File: src/hdl/csd_consts.vh
// constants of the chip-select decoder: indices, field positions, resets
// assumes inclusion by every design file of the decoder
`ifndef CSD_CONSTS_VH
`define CSD_CONSTS_VH

// ****************************************************************
// select indices
// ****************************************************************
`define CSD_N_SEL        5
`define CSD_IDX_BOOT     0
`define CSD_IDX_BANK1    1
`define CSD_IDX_ATA      2
`define CSD_IDX_PINLESS  3
`define CSD_IDX_ROMPIN   4

// ****************************************************************
// programming port: which register a write or read reaches
// ****************************************************************
`define CSD_KIND_BASE    2'h0
`define CSD_KIND_MASK    2'h1
`define CSD_KIND_CTRL    2'h2

// ****************************************************************
// select_mask_reg fields
// ****************************************************************
`define CSD_MASK_VALID   0
`define CSD_MASK_WP      8

// ****************************************************************
// select_control_reg fields
// ****************************************************************
`define CSD_CTRL_WS_HI   13
`define CSD_CTRL_WS_LO   10
`define CSD_CTRL_AA      8
`define CSD_CTRL_PS_HI   7
`define CSD_CTRL_PS_LO   6
`define CSD_CTRL_BEM     5
`define CSD_CTRL_BSTR    4
`define CSD_CTRL_BSTW    3
`define CSD_CTRL_BOOT_RST 16'h3DA0
`define CSD_CTRL_ZERO    16'h0000
`define CSD_PS_16BIT     2'h2

// ****************************************************************
// ata_config_first fields
// ****************************************************************
`define CSD_ATA_RD_ON_WR 0
`define CSD_ATA_WAIT_HI  15
`define CSD_ATA_WAIT_LO  8
`define CSD_ATA_PINLESS_BUF1 18
`define CSD_ATA_PINLESS_BUF2 21

`endif

File: src/hdl/csd_decoder.v
// chip-select decoder and strobe generator of the external memory bus
// assumes one core cycle request held until done or dropped by a watchdog

`include "csd_consts.vh"

// Function
// - after power-on all cycles go to boot_select
// - address line 23 strap picks boot source
// - rom boot: boot internal, pin is rom_pin_select
// - reset clears bank-one select programming
// - ata read/write strobes, read strobe optionally on writes
// - ata cycles: long waits, extended by ata_ready_in
// - pinless select can drive buffer enables
// - output enable on any read match, falling edge
// - buffer_enable_first on every boot cycle
// - buffer_enable_second never boot, else programmable
// - base, 32-bit mask, control register per select
// - no match leaves cycle unterminated
// - single match runs from that control register
// - multiple matches assert all, await transfer_ack_in
// - port width expected 16 bits
// - global mode: boot_select on every access only
// - internal_to_external_ctl sends internal cycles out
// - global mode ends when boot valid set
// - boot reset: auto_acknowledge, 15 waits, 16-bit
// - boot base loaded first keeps decoding after valid
// - global mode only returns through reset
// - base compared against core address 31..16
// - reset clears every valid bit, bank-one base and mask, and every control but boot's
module csd_decoder (
  input  wire        i_clk,
  input  wire        i_srst,
  input  wire        i_strap_a23,
  input  wire        i_wr_en,
  input  wire [2:0]  i_wr_idx,
  input  wire [1:0]  i_wr_kind,
  input  wire [31:0] i_wr_data,
  input  wire [2:0]  i_rd_idx,
  input  wire [1:0]  i_rd_kind,
  output reg  [31:0] o_rd_data,
  input  wire [31:0] i_ata_config_first,
  input  wire [3:0]  i_buf2_enable,
  input  wire        i_int_to_ext_ctl,
  input  wire        i_cyc_req,
  input  wire        i_cyc_internal,
  input  wire        i_cyc_write,
  input  wire [31:0] i_cyc_addr,
  input  wire        i_transfer_ack_in_n,
  input  wire        i_ata_ready_in,
  output wire        o_cyc_ack,
  output wire        o_cyc_hang,
  output wire [1:0]  o_port_width,
  output wire        o_burst,
  output wire        o_boot_rom_sel,
  output wire        o_shared_select_n,
  output wire        o_bank_one_select_n,
  output wire        o_ata_read_strobe_n,
  output wire        o_ata_write_strobe_n,
  output wire        o_read_enable_n,
  output wire        o_buffer_enable_first_n,
  output wire        o_buffer_enable_second_n,
  output wire        o_global_mode,
  output wire        o_boot_from_rom
);

  // ****************************************************************
  // states
  // ****************************************************************
  localparam [4:0] ST_IDLE = 5'b00001;
  localparam [4:0] ST_WAIT = 5'b00010;
  localparam [4:0] ST_TERM = 5'b00100;
  localparam [4:0] ST_ACK  = 5'b01000;
  localparam [4:0] ST_ERR  = 5'b10000;

  // ****************************************************************
  // programming registers
  // ****************************************************************
  reg  [15:0] base_q [0:`CSD_N_SEL-1];
  reg  [31:0] mask_q [0:`CSD_N_SEL-1];
  reg  [15:0] ctrl_q [0:`CSD_N_SEL-1];
  reg  [4:0]  valid_q;
  reg         global_q;
  reg         boot_rom_q;
  integer     k;

  // base, mask and control per select
  always @(posedge i_clk) begin
    if (i_srst) begin
      valid_q <= 5'h00;
      for (k = 0; k < `CSD_N_SEL; k = k + 1) begin
        ctrl_q[k] <= `CSD_CTRL_ZERO;
      end
      ctrl_q[`CSD_IDX_BOOT] <= `CSD_CTRL_BOOT_RST;
      base_q[`CSD_IDX_BANK1] <= 16'h0000;
      mask_q[`CSD_IDX_BANK1] <= 32'h0000_0000;
    end else if (i_wr_en && (i_wr_idx < 3'h5)) begin
      // base is kept even while global, so it applies once valid
      if (i_wr_kind == `CSD_KIND_BASE) begin
        base_q[i_wr_idx] <= i_wr_data[31:16];
      end else if (i_wr_kind == `CSD_KIND_MASK) begin
        mask_q[i_wr_idx] <= i_wr_data;
        valid_q[i_wr_idx] <= i_wr_data[`CSD_MASK_VALID];
      end else if (i_wr_kind == `CSD_KIND_CTRL) begin
        // only a 16-bit port exists; software keeps the field at 16
        ctrl_q[i_wr_idx] <= i_wr_data[15:0];
      end
    end
  end

  // ****************************************************************
  // global mode and boot strap
  // ****************************************************************
  always @(posedge i_clk) begin
    if (i_srst) begin
      global_q <= 1'b1;
      // strap sampled throughout reset, last value kept at release
      boot_rom_q <= ~i_strap_a23;
    end else if (valid_q[`CSD_IDX_BOOT]) begin
      // only clears; no write path sets it again
      global_q <= 1'b0;
    end
  end

  // register readback; base low half and control upper half read zero, unused mask bits read back as written
  always @(posedge i_clk) begin
    if (i_srst) begin
      o_rd_data <= 32'h0000_0000;
    end else if (i_rd_idx >= 3'h5) begin
      o_rd_data <= 32'h0000_0000;
    end else if (i_rd_kind == `CSD_KIND_BASE) begin
      o_rd_data <= {base_q[i_rd_idx], 16'h0000};
    end else if (i_rd_kind == `CSD_KIND_MASK) begin
      o_rd_data <= {mask_q[i_rd_idx][31:1], valid_q[i_rd_idx]};
    end else if (i_rd_kind == `CSD_KIND_CTRL) begin
      o_rd_data <= {16'h0000, ctrl_q[i_rd_idx]};
    end else begin
      o_rd_data <= 32'h0000_0000;
    end
  end

  // ****************************************************************
  // address decode
  // ****************************************************************
  wire [4:0] raw_hit;
  wire [4:0] hit;
  wire       take;
  wire       single;

  genvar g;
  generate
    for (g = 0; g < `CSD_N_SEL; g = g + 1) begin : g_dec
      csd_match u_match (
        .i_addr_hi (i_cyc_addr[31:16]),
        .i_base    (base_q[g]),
        .i_bam     (mask_q[g][31:16]),
        .i_valid   (valid_q[g]),
        .i_wp      (mask_q[g][`CSD_MASK_WP]),
        .i_write   (i_cyc_write),
        .o_hit     (raw_hit[g])
      );
    end
  endgenerate

  // internal cycles reach the pins only when sent out
  assign take = i_cyc_req & (~i_cyc_internal | i_int_to_ext_ctl);

  // fifth select has a pin only in rom boot; global forces boot alone
  assign hit = global_q ? 5'b00001 :
               (raw_hit & {boot_rom_q, 4'b1111});

  assign single = (hit != 5'h00) && ((hit & (hit - 5'h01)) == 5'h00);

  // settings of the lowest hit; only used when exactly one hits
  reg [15:0] hit_ctrl;
  integer    j;
  always @* begin
    hit_ctrl = `CSD_CTRL_ZERO;
    for (j = `CSD_N_SEL - 1; j >= 0; j = j - 1) begin
      if (hit[j]) begin
        hit_ctrl = ctrl_q[j];
      end
    end
  end

  // ****************************************************************
  // cycle sequencer
  // ****************************************************************
  reg [4:0] st_q;
  reg [4:0] sel_q;
  reg [7:0] cnt_q;
  reg       aa_q;
  reg       ready_mode_q;
  reg       write_q;
  reg [1:0] ps_q;
  reg       burst_q;

  always @(posedge i_clk) begin
    if (i_srst) begin
      st_q         <= ST_IDLE;
      sel_q        <= 5'h00;
      cnt_q        <= 8'h00;
      aa_q         <= 1'b0;
      ready_mode_q <= 1'b0;
      write_q      <= 1'b0;
      ps_q         <= `CSD_PS_16BIT;
      burst_q      <= 1'b0;
    end else begin
      case (st_q)
        ST_IDLE: begin
          if (take) begin
            write_q <= i_cyc_write;
            sel_q   <= hit; // every matching select asserts
            if (hit == 5'h00) begin
              st_q <= ST_ERR;
            end else if (!single) begin
              ready_mode_q <= 1'b0;
              st_q         <= ST_TERM;
            end else if (hit[`CSD_IDX_ATA]) begin
              // ata waits reach 255, then ready stretches the cycle
              cnt_q <= i_ata_config_first[`CSD_ATA_WAIT_HI:`CSD_ATA_WAIT_LO];
              ready_mode_q <= 1'b1;
              ps_q         <= hit_ctrl[`CSD_CTRL_PS_HI:`CSD_CTRL_PS_LO];
              burst_q      <= 1'b0;
              st_q         <= ST_WAIT;
            end else begin
              cnt_q <= {4'h0, hit_ctrl[`CSD_CTRL_WS_HI:`CSD_CTRL_WS_LO]};
              aa_q         <= hit_ctrl[`CSD_CTRL_AA];
              ps_q         <= hit_ctrl[`CSD_CTRL_PS_HI:`CSD_CTRL_PS_LO];
              burst_q      <= i_cyc_write ? hit_ctrl[`CSD_CTRL_BSTW]
                                          : hit_ctrl[`CSD_CTRL_BSTR];
              ready_mode_q <= 1'b0;
              st_q         <= ST_WAIT;
            end
          end
        end
        ST_WAIT: begin
          if (!i_cyc_req) begin
            sel_q <= 5'h00;
            st_q  <= ST_IDLE;
          end else if (cnt_q != 8'h00) begin
            cnt_q <= cnt_q - 8'h01;
          end else if (ready_mode_q || !aa_q) begin
            st_q <= ST_TERM; // external termination chosen
          end else begin
            st_q <= ST_ACK; // auto_acknowledge after the waits
          end
        end
        ST_TERM: begin
          if (!i_cyc_req) begin
            sel_q <= 5'h00;
            st_q  <= ST_IDLE;
          end else if (ready_mode_q ? i_ata_ready_in
                                    : !i_transfer_ack_in_n) begin
            st_q <= ST_ACK;
          end
        end
        ST_ACK: begin
          sel_q <= 5'h00;
          st_q  <= ST_IDLE;
        end
        ST_ERR: begin
          // no acknowledge ever; only a dropped request frees the bus
          if (!i_cyc_req) begin
            st_q <= ST_IDLE;
          end
        end
        default: begin
          sel_q <= 5'h00;
          st_q  <= ST_IDLE;
        end
      endcase
    end
  end

  assign o_cyc_ack    = (st_q == ST_ACK);
  assign o_cyc_hang   = (st_q == ST_ERR);
  assign o_port_width = ps_q;
  assign o_burst      = burst_q;

  // ****************************************************************
  // pins
  // ****************************************************************
  wire boot_cyc;
  wire ata_cyc;
  wire pinless_cyc;

  assign boot_cyc    = sel_q[`CSD_IDX_BOOT];
  assign ata_cyc     = sel_q[`CSD_IDX_ATA];
  assign pinless_cyc = sel_q[`CSD_IDX_PINLESS];

  // rom boot serves boot cycles on chip; shared pin is the fifth
  assign o_boot_rom_sel    = boot_cyc & boot_rom_q;
  assign o_shared_select_n = boot_rom_q ? ~sel_q[`CSD_IDX_ROMPIN]
                                        : ~boot_cyc;
  assign o_bank_one_select_n = ~sel_q[`CSD_IDX_BANK1];

  assign o_ata_read_strobe_n = ~(ata_cyc & (~write_q |
                                 i_ata_config_first[`CSD_ATA_RD_ON_WR]));
  assign o_ata_write_strobe_n = ~(ata_cyc & write_q);

  // pinless select reaches the pins only through the buffer enables and the read enable
  assign o_buffer_enable_first_n = ~(boot_cyc |
    (pinless_cyc & i_ata_config_first[`CSD_ATA_PINLESS_BUF1]));

  assign o_buffer_enable_second_n = ~(~boot_cyc & (
    (sel_q[`CSD_IDX_BANK1]  & i_buf2_enable[0]) |
    (ata_cyc                & i_buf2_enable[1]) |
    (pinless_cyc & (i_buf2_enable[2] |
      i_ata_config_first[`CSD_ATA_PINLESS_BUF2])) |
    (sel_q[`CSD_IDX_ROMPIN] & i_buf2_enable[3])));

  // falling edge keeps the enable clear of the select edges
  reg oe_n_q;
  always @(negedge i_clk) begin
    if (i_srst) begin
      oe_n_q <= 1'b1;
    end else begin
      oe_n_q <= ~((sel_q != 5'h00) & ~write_q);
    end
  end

  assign o_read_enable_n = oe_n_q;
  assign o_global_mode   = global_q;
  assign o_boot_from_rom = boot_rom_q;

endmodule // csd_decoder

File: src/hdl/csd_match.v
// one select's address comparator
// assumes the upper core address is stable while the cycle is requested
`include "csd_consts.vh"

module csd_match (
  input  wire [15:0] i_addr_hi,
  input  wire [15:0] i_base,
  input  wire [15:0] i_bam,
  input  wire        i_valid,
  input  wire        i_wp,
  input  wire        i_write,
  output wire        o_hit
);

  // ****************************************************************
  // compare
  // ****************************************************************
  wire [15:0] diff;

  // masked bits drop out of the compare, so blocks grow from 64 KB
  assign diff  = (i_addr_hi ^ i_base) & ~i_bam;
  // write-protected selects refuse writes as an attribute miss
  assign o_hit = i_valid & (diff == 16'h0000) & ~(i_wp & i_write);

endmodule // csd_match

File: config.mk
export PLATFORM = sky130hd
export DESIGN_NAME = csd_decoder
export DESIGN_NICKNAME = d
export VERILOG_FILES = /design/src/hdl/csd_decoder.v /design/src/hdl/csd_match.v
export VERILOG_INCLUDE_DIRS = /design/src /design/src/hdl
export SDC_FILE = /design/constraint.sdc
export NUM_CORES = 1
export LEC_CHECK = 0
export BUFFER_PORTS_ARGS = -buffer_cell sky130_fd_sc_hd__buf_2
export CAP_MARGIN = 10
export CORE_ASPECT_RATIO = 1.1
export CORE_MARGIN = 3
export CORE_UTILIZATION = 45
export CTS_CLUSTER_SIZE = 12
export DETAILED_ROUTE_END_ITERATION = 8
export GPL_TIMING_DRIVEN = 0
export MAX_ROUTING_LAYER = met4
export PLACE_DENSITY = 0.65
export RECOVER_POWER = 50
export SLEW_MARGIN = 25
export SYNTH_ARGS = -nofsm -noshare
export SYNTH_HDL_FRONTEND = slang
export SYNTH_SLANG_ARGS = --single-unit
export TNS_END_PERCENT = 1
File: constraint.sdc
create_clock -name i_clk -period 4.9 [get_ports i_clk]
set_input_delay 0.245 -clock i_clk [delete_from_list [all_inputs] [get_ports i_clk]]
set_output_delay 0.245 -clock i_clk [all_outputs]
set_load 0.02 [all_outputs]
==> metrics.yaml <==
run_status:
  status: "finished, violations left"
  violations: "capacitance limit, slew limit"
finish:
  final_nets: 2070
  syn_to_final_growth_pct: 18.2
  stdcell_count: 2729
  final_area_mm2: 0.0290
  utilization_pct: 53.9
  drive_above_1_share_pct: 17.0
floorplan:
  row_count: 89
  start_util_pct: 45.6
  dieArea_mm2: 0.0573
  ios: 167
  die_w_um: 229
  core_area_mm2: 0.0538
  fp.dieH_um: 251
power:
  combPwrFrac_pct: 7.8
  power_mw: 10.6
  switching_share_pct: 23.1
  clockPowerShare_pct: 40.1
  p_switching_mw: 2.44
  p_seq_share_pct: 52.1
  peakVddDrop_uv: 272
  p_int_mw: 8.14
  cellPowerDensity_mw_per_mm2: 365
  p_leak_nw: 9.69
sta:
  relSlewSlack_pct: -26.2
  grt_setup_unrepaired: "no"
  slew_viol_final: 53
  worstMarginPinSlew_ps: 1890
  final-setup-viol-count: 0
  holdWs_ps: 33.1
  hold_violations: 0
  fin_worst_skew_ps: 23.1
logic_synthesis:
  muxShareOfSynthArea_pct: 14.4
  synth-seq-cells: 568
  synthAdderAreaFrac_pct: 0.143
  synth_area_leaders: "edfxtp_1, mux4_2, dfxtp_1, xnor2_1, mux2i_1"
  synth_common_cells: "edfxtp_1, mux4_2, nor2_1, xnor2_1, o22ai_1"
  synth_warnings: 0
  synthArstFlopShare_pct: 0
  avgSynthCellArea_um2: 15.8
  synth_compound_area_share_pct: 5.53
  synth_cell_types: 74
  syn_area_mm2: 0.0245
  yosysSeqAreaShare_pct: 67.0
  synth_top_family_by_area: "multiplexers"
  synth.most_common_cell: "edfxtp_1"
  synthFlopType: "edfxtp_1"
  yosysTopAreaCell: "edfxtp_1"
  synth-edff-count: 505
  yosys.area_share.xor_xnor_pct: 3.16
  synthSimpleGateAreaFrac_pct: 7.73
  synthCells: 1551
  yosysTopAreaCellShare_pct: 61.8
clock_network:
  cts_buffers: 58
  cts.sinks: 568
  worstSkewPairLatency_ps: 640
  post_cts_buffers: 0
  clk_pin_slew_ps: 60
  htreeDepth: 2
  clock-root-buffer: "clkbuf_16"
  cts_tree: "yes"
  cts_buffer_depth: 3
global_route:
  grt_pass1_vias: 15800
  grt_pass1_wl_mm: 106
  gr-total-overflow: 0
  antenna_found_initial: 5
  grt_usage_pct: 26.2
  grt_max_degree: 19
drt:
  dr.pass1.iters: 5
  wl_mm: 73.5
  vias_per_cell: 5.82
  drc: 0
  drt_iter0_markers: 1951
  wl_per_cell_um: 26.9
  ant_nets: 0
  vias: 15900
flow_run:
  drv_cap: 4
worst_setup_path:
  start_kind: "primary input"
  crit_fanout: 10
  crit_arrival_ps: 2420
  r2r_slack_ps: 1230
  critPathKind: "primary input to flop"
  worstSetupEndpointType: "flop"
  cp.required_ps: 2990
placement:
  portBuffers: 111
  placed_cell_area_mm2: 0.0272
  dpl.hpwl_mm: 52.2
  gp_congestion: 0.952
  dp_cells: 2596
hold_path:
  hold_path.class: "primary input to flop"
-- cell type report --
cell class                      instances  area [µm²]
Antenna cell                            4        10.0
Buffer                                100         430
Clock buffer                           94        1680
Clock inverter                         16         128
Fill cell                            4448       24800
Inverter                               27         101
Multi-Input combinational cell       1043        8330
Sequential cell                       568       16400
Tap cell                              728         911
Timing Repair Buffer                  149         987
-- worst max-delay path, cell delays in order --
cell,delay [ps]
dlygate4sd3_1,520
clkbuf_1,490
clkinv_1,520
clkbuf_1,390
o211ai_1,230
-- placed cells by master (no fill, tap or decap), types with 8 or more instances in the layout --
cell / instances
a21oi_1: 31
o22ai_1: 76
buf_16: 8
edfxtp_1: 505
inv_1: 27
xnor2_1: 80
a211oi_1: 10
nor2_1: 100
nor3_1: 37
dlygate4sd3_1: 20
nand2_1: 62
buf_2: 88
mux4_2: 127
o21ai_0: 24
and3_1: 37
clkbuf_16: 59
and2_1: 53
nand3_1: 17
mux2i_1: 66
nor4_1: 8
clkbuf_1: 144
conb_1: 189
dfxtp_1: 63
-- state kept, by name, indices dropped and copies added, names as in the netlist --
signal	cells
cnt_q	8
mask_q	248
o_global_mode	1
write_q	1
ready_mode_q	1
valid_q	5
o_boot_from_rom	1
aa_q	1
sel_q	5
st_q	5
o_burst	1
base_q	128
o_port_width	2
ctrl_q	128
o_rd_data	32
o_read_enable_n	1
-- timing repair --
item                                   4_1_cts  5_1_grt
gates resized for setup                      0        0
hold buffers                                20        0
endpoints found under the hold margin       25        0
-- routing by layer --
layer,global-route usage [%],vias to the layer above,share of wire (%)
met1,32.9,8071,37
met3,5.19,191,9.7
met2,42.7,896,49
met4,9.71,0,4.1
li1,-,6722,-
met5,-,-,0
-- stage by stage --
stage	setup WS (ps)	TNS, ps
floorplan	1350	0
global placement	-1630	-108670
detailed placement	640	0
CTS	755	0
global route	548	0
finish	570	0
-- kinds of logic after synthesis --
| logic type | Yosys count |
|---|---|
| AO/OA/AOI/OAI | 203 |
| XOR/XNOR | 85 |
| adder cells (fa/ha/maj) | 3 |
| buffers and inverters | 128 |
| flip-flops | 568 |
| multiplexers | 193 |
| other | 1 |
| AND/OR/NAND/NOR | 370 |
-- path summary, 6_finish.rpt --
path | startpoint | end | cells past startpoint
max reg2reg | base_q[0][2] | o_port_width[1] | 9
min reg2reg | write_q | write_q | 2
min | i_ata_config_first[15] | cnt_q[7] | 3
max | i_srst | o_read_enable_n | 5
-- power by group through the flow --
stage | clock, mW | combinational [mW] | sequential [mW]
finish | 4.25 | 0.822 | 5.51
global route | 4.48 | 0.872 | 5.53
CTS | 4.29 | 0.832 | 5.51
detailed placement | 0.00255 | 0.814 | 5.61
global placement | 0.00255 | 0.790 | 5.61
floorplan | 0.00255 | 0.493 | 5.60
Note: power is estimated with default switching activity, not from simulation.
